<file path="config.mk">
export PLATFORM = sky130hd
export DESIGN_NAME = bwfh_device_flat
export DESIGN_NICKNAME = d
export VERILOG_FILES = /design/src/bwfh_if.sv /design/src/bwfh_device.sv /design/src/flat_wrapper.sv
export VERILOG_INCLUDE_DIRS = /design/src
export SDC_FILE = /design/constraint.sdc
export NUM_CORES = 1
export LEC_CHECK = 0
export BUFFER_PORTS_ARGS = -buffer_cell sky130_fd_sc_hd__buf_2
export CORE_MARGIN = 1
export CORE_UTILIZATION = 51
export CTS_CLUSTER_DIAMETER = 80
export DETAILED_ROUTE_END_ITERATION = 10
export PLACE_DENSITY = 0.66
export SYNTH_ARGS = -nofsm -noshare
export SYNTH_HDL_FRONTEND = slang
export SYNTH_SLANG_ARGS = --single-unit
export TNS_END_PERCENT = 1
</file>
<file path="constraint.sdc">
create_clock -name clock -period 3.5 [get_ports clock]
set_input_delay 0.35 -clock clock [delete_from_list [all_inputs] [get_ports clock]]
set_output_delay 0.35 -clock clock [all_outputs]
set_load 0.005 [all_outputs]
</file>
<file path="src/bwfh_regs.svh">
/*
  timing and layout constants for the byte-wide buffer port.
  assumes inclusion by both ends; definitions only.
*/
`ifndef BWFH_REGS_SVH
`define BWFH_REGS_SVH
`define BWFH_DATA_W     8
`define BWFH_DEPTH      16
`define BWFH_PTR_W      4
`define BWFH_CNT_W      5
`define BWFH_STROBE_NS  120
`define BWFH_CLK_NS     40
`define BWFH_STROBE_CYC (((`BWFH_STROBE_NS) + (`BWFH_CLK_NS) - 1) / (`BWFH_CLK_NS))
`define BWFH_TMR_W      4
`define BWFH_TMR_ZERO   4'h0
`define BWFH_BYTE_ZERO  8'h00
`define BWFH_PAD_COUNT  12
`endif

</file>
<file path="src/bwfh_if.sv">
/*
  pins between the device end and the host end of the byte port.
  assumes the testbench resolves the shared data lines from the enables.
*/
`timescale 1ns/1ps
interface bwfh_if;
  logic       txe_n;
  logic       rxf_n;
  logic       wr_n;
  logic       rd_n;
  logic       oe_n;
  logic [7:0] dev_data_out;
  logic       dev_data_oe;
  logic [7:0] host_data_out;
  logic       host_data_oe;
  logic [7:0] data_lines;
  modport device (
    output txe_n, rxf_n, dev_data_out, dev_data_oe,
    input  wr_n, rd_n, oe_n, data_lines
  );
  modport host (
    input  txe_n, rxf_n, data_lines,
    output wr_n, rd_n, oe_n, host_data_out, host_data_oe
  );
endinterface : bwfh_if

</file>
<file path="src/bwfh_device.sv">
/*
  device end of the byte-wide buffer port: transmit buffer filled by the
  host, receive buffer drained by the host, asynchronous strobe variant.
  assumes host strobes are asynchronous to clock; user side is same-clock.
*/
`timescale 1ns/1ps
`include "bwfh_regs.svh"
module bwfh_device (
  // clock and reset
  input  wire logic                      clock,
  input  wire logic                      rst,
  // host pins
  bwfh_if.device                         port,
  // transmit side toward user logic
  output      logic [7:0]                tx_data,
  output      logic                      tx_valid,
  input  wire logic                      tx_ready,
  // receive side from user logic
  input  wire logic [7:0]                rx_data,
  input  wire logic                      rx_valid,
  output      logic                      rx_ready,
  // pad routing state
  output      logic [`BWFH_PAD_COUNT-1:0] mux_pad_default
);
  // three-stage synchronisers for the asynchronous strobes
  logic [2:0] wr_sync;
  logic [2:0] rd_sync;
  logic [7:0] data_s1;
  logic [7:0] data_s2;
  always_ff @(posedge clock or posedge rst) begin
    if (rst) begin
      wr_sync <= 3'h7;
      rd_sync <= 3'h7;
      data_s1 <= `BWFH_BYTE_ZERO;
      data_s2 <= `BWFH_BYTE_ZERO;
    end else begin
      wr_sync <= {wr_sync[1:0], port.wr_n};
      rd_sync <= {rd_sync[1:0], port.rd_n};
      data_s1 <= port.data_lines;
      data_s2 <= data_s1;
    end
  end
  // a change counts once stages two and three agree
  logic wr_state;
  logic rd_state;
  wire  wr_agree = (wr_sync[1] == wr_sync[2]);
  wire  rd_agree = (rd_sync[1] == rd_sync[2]);
  wire  wr_fall  = wr_agree && wr_state && !wr_sync[2];
  wire  rd_fall  = rd_agree && rd_state && !rd_sync[2];
  always_ff @(posedge clock or posedge rst) begin
    if (rst) begin
      wr_state <= 1'b1;
      rd_state <= 1'b1;
    end else begin
      if (wr_agree) wr_state <= wr_sync[2];
      if (rd_agree) rd_state <= rd_sync[2];
    end
  end

  // transmit buffer
  logic [7:0]             tx_mem [`BWFH_DEPTH];
  logic [`BWFH_PTR_W-1:0] tx_wp;
  logic [`BWFH_PTR_W-1:0] tx_rp;
  logic [`BWFH_CNT_W-1:0] tx_cnt;
  wire  tx_full   = (tx_cnt == `BWFH_CNT_W'(`BWFH_DEPTH));
  wire  tx_push   = wr_fall && !tx_full;
  wire  tx_pop    = tx_valid && tx_ready;
  wire  tx_nempty = (tx_cnt != '0);
  wire  [`BWFH_CNT_W-1:0] next_tx_cnt =
    tx_cnt + `BWFH_CNT_W'(tx_push) - `BWFH_CNT_W'(tx_pop);
  always_ff @(posedge clock or posedge rst) begin
    if (rst) begin
      tx_wp <= '0;
      tx_rp <= '0;
      tx_cnt <= '0;
    end else begin
      if (tx_push) tx_wp <= tx_wp + 1'b1;
      if (tx_pop) tx_rp <= tx_rp + 1'b1;
      tx_cnt <= next_tx_cnt;
    end
  end
  // data settled two cycles before the strobe edge is seen
  always_ff @(posedge clock) begin
    if (tx_push) tx_mem[tx_wp] <= data_s2;
  end
  // user output registered; refilled only after it is taken
  always_ff @(posedge clock or posedge rst) begin
    if (rst) begin
      tx_valid <= 1'b0;
      tx_data  <= `BWFH_BYTE_ZERO;
    end else if (!tx_valid && tx_nempty) begin
      tx_valid <= 1'b1;
      tx_data  <= tx_mem[tx_rp];
    end else if (tx_pop) begin
      tx_valid <= (tx_cnt > `BWFH_CNT_W'(1));
      tx_data  <= tx_mem[tx_rp + 1'b1];
    end
  end
  // tx_pop counts the registered word; tx_cnt tracks words not yet taken

  // flag raised the cycle after the filling write
  always_ff @(posedge clock or posedge rst) begin
    if (rst) port.txe_n <= 1'b1;
    else     port.txe_n <= (next_tx_cnt == `BWFH_CNT_W'(`BWFH_DEPTH));
  end

  // receive buffer
  logic [7:0]             rx_mem [`BWFH_DEPTH];
  logic [`BWFH_PTR_W-1:0] rx_wp;
  logic [`BWFH_PTR_W-1:0] rx_rp;
  logic [`BWFH_CNT_W-1:0] rx_cnt;
  wire  rx_full  = (rx_cnt == `BWFH_CNT_W'(`BWFH_DEPTH));
  // only a byte offered while ready is shown counts as taken
  wire  rx_push  = rx_valid && rx_ready && !rx_full;
  wire  rx_pop   = rd_fall && (rx_cnt != '0);
  wire  [`BWFH_CNT_W-1:0] next_rx_cnt =
    rx_cnt + `BWFH_CNT_W'(rx_push) - `BWFH_CNT_W'(rx_pop);
  always_ff @(posedge clock or posedge rst) begin
    if (rst) begin
      rx_wp <= '0;
      rx_rp <= '0;
      rx_cnt <= '0;
      rx_ready <= 1'b0;
    end else begin
      if (rx_push) rx_wp <= rx_wp + 1'b1;
      if (rx_pop) rx_rp <= rx_rp + 1'b1;
      rx_cnt <= next_rx_cnt;
      rx_ready <= (next_rx_cnt < `BWFH_CNT_W'(`BWFH_DEPTH));
    end
  end
  always_ff @(posedge clock) begin
    if (rx_push) rx_mem[rx_wp] <= rx_data;
  end
  // current byte: head fetched on each read falling edge while the buffer holds a byte, held until the next
  wire [7:0] head_byte = rx_mem[rx_rp];
  always_ff @(posedge clock or posedge rst) begin
    if (rst) begin
      port.rxf_n        <= 1'b1;
      port.dev_data_out <= `BWFH_BYTE_ZERO;
      port.dev_data_oe  <= 1'b0;
    end else begin
      port.rxf_n        <= (next_rx_cnt == '0);
      if (rx_pop) port.dev_data_out <= head_byte;
      // drive only while the filtered strobe is low
      port.dev_data_oe  <= (rd_agree ? !rd_sync[2] : !rd_state);
    end
  end

  // asynchronous variant: output enable and port clock unused
  wire unused_oe = port.oe_n;

  // pads stay in default routing after a hard reset; no reconfiguration path
  always_ff @(posedge clock or posedge rst) begin
    if (rst) mux_pad_default <= '1;
    else     mux_pad_default <= '1;
  end
endmodule : bwfh_device

</file>
<file path="src/flat_wrapper.sv">
// flat-port wrapper written by rule: the top's interface ports become plain ports
module bwfh_device_flat 
  (clock, rst, tx_data, tx_valid, tx_ready, rx_data, rx_valid, rx_ready, mux_pad_default, port_txe_n, port_rxf_n, port_dev_data_out, port_dev_data_oe, port_wr_n, port_rd_n, port_oe_n, port_data_lines);
  bwfh_if port_i ();
  input  wire logic clock;
  input  wire logic rst;
  output      logic [7:0] tx_data;
  output      logic tx_valid;
  input  wire logic tx_ready;
  input  wire logic [7:0] rx_data;
  input  wire logic rx_valid;
  output      logic rx_ready;
  output      logic [`BWFH_PAD_COUNT-1:0] mux_pad_default;
  output wire logic [$bits(port_i.txe_n)-1:0] port_txe_n;
  output wire logic [$bits(port_i.rxf_n)-1:0] port_rxf_n;
  output wire logic [$bits(port_i.dev_data_out)-1:0] port_dev_data_out;
  output wire logic [$bits(port_i.dev_data_oe)-1:0] port_dev_data_oe;
  input wire logic [$bits(port_i.wr_n)-1:0] port_wr_n;
  input wire logic [$bits(port_i.rd_n)-1:0] port_rd_n;
  input wire logic [$bits(port_i.oe_n)-1:0] port_oe_n;
  input wire logic [$bits(port_i.data_lines)-1:0] port_data_lines;
  assign port_txe_n = port_i.txe_n;
  assign port_rxf_n = port_i.rxf_n;
  assign port_dev_data_out = port_i.dev_data_out;
  assign port_dev_data_oe = port_i.dev_data_oe;
  assign port_i.wr_n = port_wr_n;
  assign port_i.rd_n = port_rd_n;
  assign port_i.oe_n = port_oe_n;
  assign port_i.data_lines = port_data_lines;
  bwfh_device u_core (.clock(clock), .rst(rst), .port(port_i), .tx_data(tx_data), .tx_valid(tx_valid), .tx_ready(tx_ready), .rx_data(rx_data), .rx_valid(rx_valid), .rx_ready(rx_ready), .mux_pad_default(mux_pad_default));
endmodule
</file>
==> impl_metrics.toml, run 1 <==
[worst_hold_path]
hp-start = "rx_data[7]"
worstHoldPathCells = 1
hold_class = "input port to flop"
hold_end = "u_core.rx_mem[4][7]"

[timing]
holdWs_ns = 0.217
drv_slew = 0
tns_ns = 0
finalSetupViolations = 0
finalCriticalPeriod_ns = 3.02
final.setup.worst_slack_ns = 0.478
final_hold_viol_count = 0
max_freq_ghz = 0.331
min_period_over_period = 0.864
worst_slew_pin_slew_ns = 1.13
relSlewSlack = 0.244
skew_ns = 0.0195
rsz0062_at_grt = "false"

[finish]
fill_cells = 2005
fin_util = 0.584
drive_gt1_frac = 0.233
areaGrowthSynthToFinish_pct = 11.9
finalInstanceArea_um2 = 15800
fin_nets = 903
diodes = 0

[logic_synthesis]
yosysTopAreaCell = "edfxtp_1"
synth_mux_area_frac = 0.173
ys_ff_latch = 327
synth_top_family_by_area = "multiplexers"
synth-simple-area-share = 0.0429
synthArstFlopShare = 0.217
synthesis.instances = 783
synth_compound_area_frac = 0.0407
synth_area_um2 = 14100
synth_warnings = 0
synth_area_leaders = "edfxtp_1 (55%), dfrtp_1 (11%), mux4_2 (9.6%)"
synth-adder-area-share = 0.0257
seq_area_frac_synth = 0.672
synth-main-ff-cell = "edfxtp_1"
synth_top_area_share = 0.545
syn_area_per_cell_um2 = 18.0
ys_types = 57
synth_edf_count = 256
synth-xor-area-share = 0.0138

[placed_design]
port_buffers = 42
place_congestion = 0.821
dp_slack_ns = 0.445
placed_cell_area_um2 = 14600
dp.final_hpwl_um = 18200

[global_routing]
grt_pass1_vias = 7627
grt_max_degree = 52
antenna_found_initial = 0
overflow = 0
grt_pass1_wl_um = 43300
grt_usage = 0.204

[floorplanning]
rows = 60
io_pins = 56
die-area_um2 = 28300
die_w_um = 168
initial_core_util = 0.521
core_um2 = 27000
dieHeight_um = 168

[route]
viasPerCell = 5.92
routed_wirelength_um = 27800
drtIter0Drc = 522
remaining_drc_errors = 0
post_drt_wl_per_cell_um = 22.7
antenna_left = 0
drtPass1Iterations = 5
vias = 7227

[worst_setup_path]
reg2reg_depth = 11
cp-start-kind = "flop"
cp-end-kind = "flop"
arrival_ns = 3.41
crit_chain = "inv_1, ha_1, and4bb_1, nor4b_4, ha_1, inv_1, fa_1, o21bai_1, a21oi_1, xor2_1, nor4b_1"
r2r_end = "u_core.port.txe_n"
critPathKind = "flop to flop"
critical-path-slowest-cell = "nor4b_4"
rr_startpoint = "u_core.tx_cnt[2]"
cpPeakStageDelay_ns = 0.55
worstPathMaxFanout = 10
rrSetupSlack_ns = 0.48
crit_required_ns = 3.89

[cts]
insertion_delay_ns = 0.52
cts-root-buf = "clkbuf_16"
post_cts.repair.setup_buffers = 0
cts_resized = 0
cts_sinks = 327
cts_max_path_buffers = 3
path_clk_slew_ns = 0.06
ctsHoldBuffers = 11
cts_buffers = 35
htreeDepth = 2
cts_tree = "done"

[power_and_ir_drop]
vdd_ir_drop_max_mv = 0.434
powerDensity_nw_per_um2 = 806
power.leakage_nw = 5.67

[flow_run]
maxCapViolCount = 0

[status]
run_status = "finished clean"
power by group:
group | leakage [nW] | internal (mW) | total (mW) | switching, mW
clock network | 0.519 | 1.97 | 3.41 | 1.44
registers | 3.14 | 4.64 | 5.05 | 0.411
logic | 2.01 | 2.10 | 4.26 | 2.16
total | 5.67 | 8.70 | 12.7 | 4.01
synth_stat cells, types with 10 or more instances:
cell and number:
a22oi_1 25, and2_1 13, buf_2 12, buf_4 21, dfrtp_1 61, dfstp_2 10
edfxtp_1 256, ha_1 25, inv_1 29, mux2_2 11, mux2i_1 65, mux4_1 12
mux4_2 60, nand2_1 28, nor2_1 19, xnor2_1 15
state kept, by name, indices dropped and copies added, names as in the netlist, 3 cells and up:
register                  flops
u_core.tx_rp                  4
u_core.tx_data                8
u_core.data_s2                8
u_core.tx_cnt                 5
u_core.wr_sync                3
u_core.data_s1                8
u_core.port.dev_data_out      8
u_core.rx_wp                  4
u_core.tx_wp                  4
u_core.rx_cnt                 5
u_core.rd_sync                3
u_core.rx_rp                  4
u_core.rx_mem               128
u_core.tx_mem               128
worst max path at each step:
stage                          start  slack [ns]                 to
global placement    u_core.tx_cnt[2]        0.63  u_core.port.txe_n
CTS                 u_core.tx_cnt[2]        0.43  u_core.port.txe_n
detailed placement  u_core.tx_cnt[2]        0.44  u_core.port.txe_n
finish              u_core.tx_cnt[2]        0.48  u_core.port.txe_n
floorplan           u_core.tx_cnt[2]        0.91  u_core.port.txe_n
global route        u_core.tx_cnt[2]        0.27  u_core.port.txe_n
cells by family after synthesis:
family	after synthesis
multiplexers	148
buffers and inverters	80
flip-flops	327
adder cells (fa/ha/maj)	28
other	1
XOR/XNOR	20
AND/OR/NAND/NOR	105
AO/OA/AOI/OAI	74
cell type report:
class                   count  area (um^2)  share of cell area
clock buffers              51          987              0.0626
flip-flops and latches    327         9480               0.601
clock inverters            13         81.3             0.00516
repair buffers             73          470              0.0298
multi-input cells         387         4220               0.268
well taps                 341          427              0.0270
inverters                  29          110             0.00698
critical path: cells and delay by family, from the launching register on:
family / cells / cell delay (ns)
fa+ha+maj: 3 / 0.93
buf+inv: 2 / 0.14
compound gates: 2 / 0.24
simple gates: 3 / 1.09
xor+xnor: 1 / 0.17
flops: 1 / 0.35
placed cells by master (no fill, tap or decap), types with 12 or more instances in the layout:
cell and count:
a22oi_1 25, and2_1 13, buf_2 42, buf_4 20, clkbuf_1 12, clkbuf_16 36
conb_1 12, dfrtp_1 59, edfxtp_1 256, ha_1 25, inv_1 28, mux2i_1 65
mux4_1 12, mux4_2 60, nand2_1 28, nor2_1 19, xnor2_1 15
metal layers:
metal,vias to the layer above,GRT usage,routed length [um]
met2,210,0.366,14600
met1,3736,0.256,11100
met4,0,0.0617,584
met5,-,0,0
li1,3234,-,-
met3,47,0.0322,1450
stage by stage:
| stage | total power [mW] | cells |
|---|---|---|
| after global placement | 9.27 | 1146 |
| final | 12.7 | 1221 |
| after detailed placement | 9.41 | 1146 |
| after floorplan | 8.43 | 794 |
| after global routing | 13.4 | 1221 |
| after CTS | 12.8 | 1221 |
Note: power is estimated with default switching activity, not from simulation.
==> inputs of run 2 (changes only) <==
--- a/config.mk
+++ b/config.mk
@@ -7,6 +7,7 @@
 export NUM_CORES = 1
 export LEC_CHECK = 0
 export BUFFER_PORTS_ARGS = -buffer_cell sky130_fd_sc_hd__buf_2
+export CORE_ASPECT_RATIO = 0.9
 export CORE_MARGIN = 1
 export CORE_UTILIZATION = 51
 export CTS_CLUSTER_DIAMETER = 80
==> impl_metrics.toml, run 2 (synthesized netlist as in run 1, its figures left out) <==
[status]
run_status = "finished clean"

[timing]
finalSetupViolations = 0
finalCriticalPeriod_ns = 2.96
rsz0062_at_grt = "false"
holdWs_ns = 0.223
final_hold_viol_count = 0
min_period_over_period = 0.845
drv_slew = 0
tns_ns = 0
max_freq_ghz = 0.338
skew_ns = 0.0189
relSlewSlack = 0.207
worst_slew_pin_slew_ns = 1.19
final.setup.worst_slack_ns = 0.542

[finish]
fill_cells = 2031
layoutNonFillerInstCount = 1235
fin_util = 0.583
diodes = 0
largestRegisters = "u_core.rx_mem (128), u_core.tx_mem (128)"
final_cell_mix = "edfxtp_1 (256), mux2i_1 (65), mux4_2 (60)"
finalInstanceArea_um2 = 15800
drive_gt1_frac = 0.232
fin_nets = 905
final_common_cell = "edfxtp_1"
areaGrowthSynthToFinish_pct = 12.1

[floorplanning]
io_pins = 56
die_w_um = 177
die-area_um2 = 28300
initial_core_util = 0.520
rows = 57
core_um2 = 27100
dieHeight_um = 160

[route]
routed_wirelength_um = 28700
drtPass1Iterations = 5
remaining_drc_errors = 0
viasPerCell = 5.96
antenna_left = 0
post_drt_wl_per_cell_um = 23.2
drtIter0Drc = 709
vias = 7363

[cts]
cts-root-buf = "clkbuf_16"
ctsHoldBuffers = 11
htreeDepth = 2
post_cts.repair.setup_buffers = 0
cts_sinks = 327
cts_tree = "done"
insertion_delay_ns = 0.51
path_clk_slew_ns = 0.06
cts_resized = 0
cts_max_path_buffers = 3
cts_buffers = 35

[placed_design]
dp_cells = 1161
placed_cell_area_um2 = 14600
place_congestion = 0.814
dp.final_hpwl_um = 18800
port_buffers = 42
dp_slack_ns = 0.538

[power_and_ir_drop]
power.leakage_nw = 5.66
internal-power_mw = 8.74
vdd_ir_drop_max_mv = 0.425
p_switching_mw = 4.10
power.total_mw = 12.8
seqPwrFrac = 0.397
powerDensity_nw_per_um2 = 813
clock_power_share = 0.263
switching_share = 0.319
comb_power_share = 0.340

[worst_setup_path]
r2r_end = "u_core.port.txe_n"
crit_required_ns = 3.89
cp-start-kind = "flop"
rr_startpoint = "u_core.tx_cnt[2]"
reg2reg_depth = 11
worstPathMaxFanout = 10
cp-end-kind = "flop"
rrSetupSlack_ns = 0.54
arrival_ns = 3.35
critPathKind = "flop to flop"

[global_routing]
overflow = 0
grt_pass1_wl_um = 44700
antenna_found_initial = 0
grt_max_degree = 52
grt_usage = 0.212
grt_pass1_vias = 7672

[worst_hold_path]
hp-start = "rx_data[1]"
hold_end = "u_core.rx_mem[10][1]"
worstHoldPathCells = 1
hold_class = "input port to flop"

[flow_run]
maxCapViolCount = 0
==> run 2: power groups by stage <==
stage / registers, mW / clock network [mW] / logic (mW)
floorplan: 4.90 / 0 / 3.52
global placement: 5.15 / 0 / 4.25
detailed placement: 5.18 / 0 / 4.36
CTS: 5.10 / 3.44 / 4.40
global route: 5.16 / 3.59 / 4.74
finish: 5.10 / 3.38 / 4.36
==> run 2: worst max path at each step <==
stage                     start                 to  slack (ns)
3_5_place_dp   u_core.tx_cnt[2]  u_core.port.txe_n        0.54
3_3_place_gp   u_core.tx_cnt[2]  u_core.port.txe_n        0.70
4_1_cts        u_core.tx_cnt[2]  u_core.port.txe_n        0.49
6_report       u_core.tx_cnt[2]  u_core.port.txe_n        0.54
5_1_grt        u_core.tx_cnt[2]  u_core.port.txe_n        0.21
2_1_floorplan  u_core.tx_cnt[2]  u_core.port.txe_n        0.91
==> run 2: metal layers <==
metal	GRT usage	wire [um]	up-vias
met5	0	0	-
met4	0.0494	401	0
met3	0.0383	1920	30
met2	0.322	13300	269
met1	0.319	13100	3824
li1	-	-	3240
==> run 2: worst max-delay path, stage by stage, from the launching register on <==
cell	delay, ns
dfrtp_1	0.34
inv_1	0.07
ha_1	0.25
and4bb_1	0.25
nor4b_4	0.50
ha_1	0.26
inv_1	0.06
fa_1	0.42
o21bai_1	0.14
a21oi_1	0.09
xor2_1	0.18
nor4b_1	0.28
==> run 2: layout make-up <==
class | count | area (um^2) | area share
clock buffer | 48 | 938 | 0.0594
multi-input combinational | 387 | 4220 | 0.267
clock inverter | 15 | 109 | 0.00689
sequential | 327 | 9480 | 0.600
inverter | 29 | 110 | 0.00697
tap | 354 | 443 | 0.0280
timing repair buffer | 75 | 498 | 0.0315
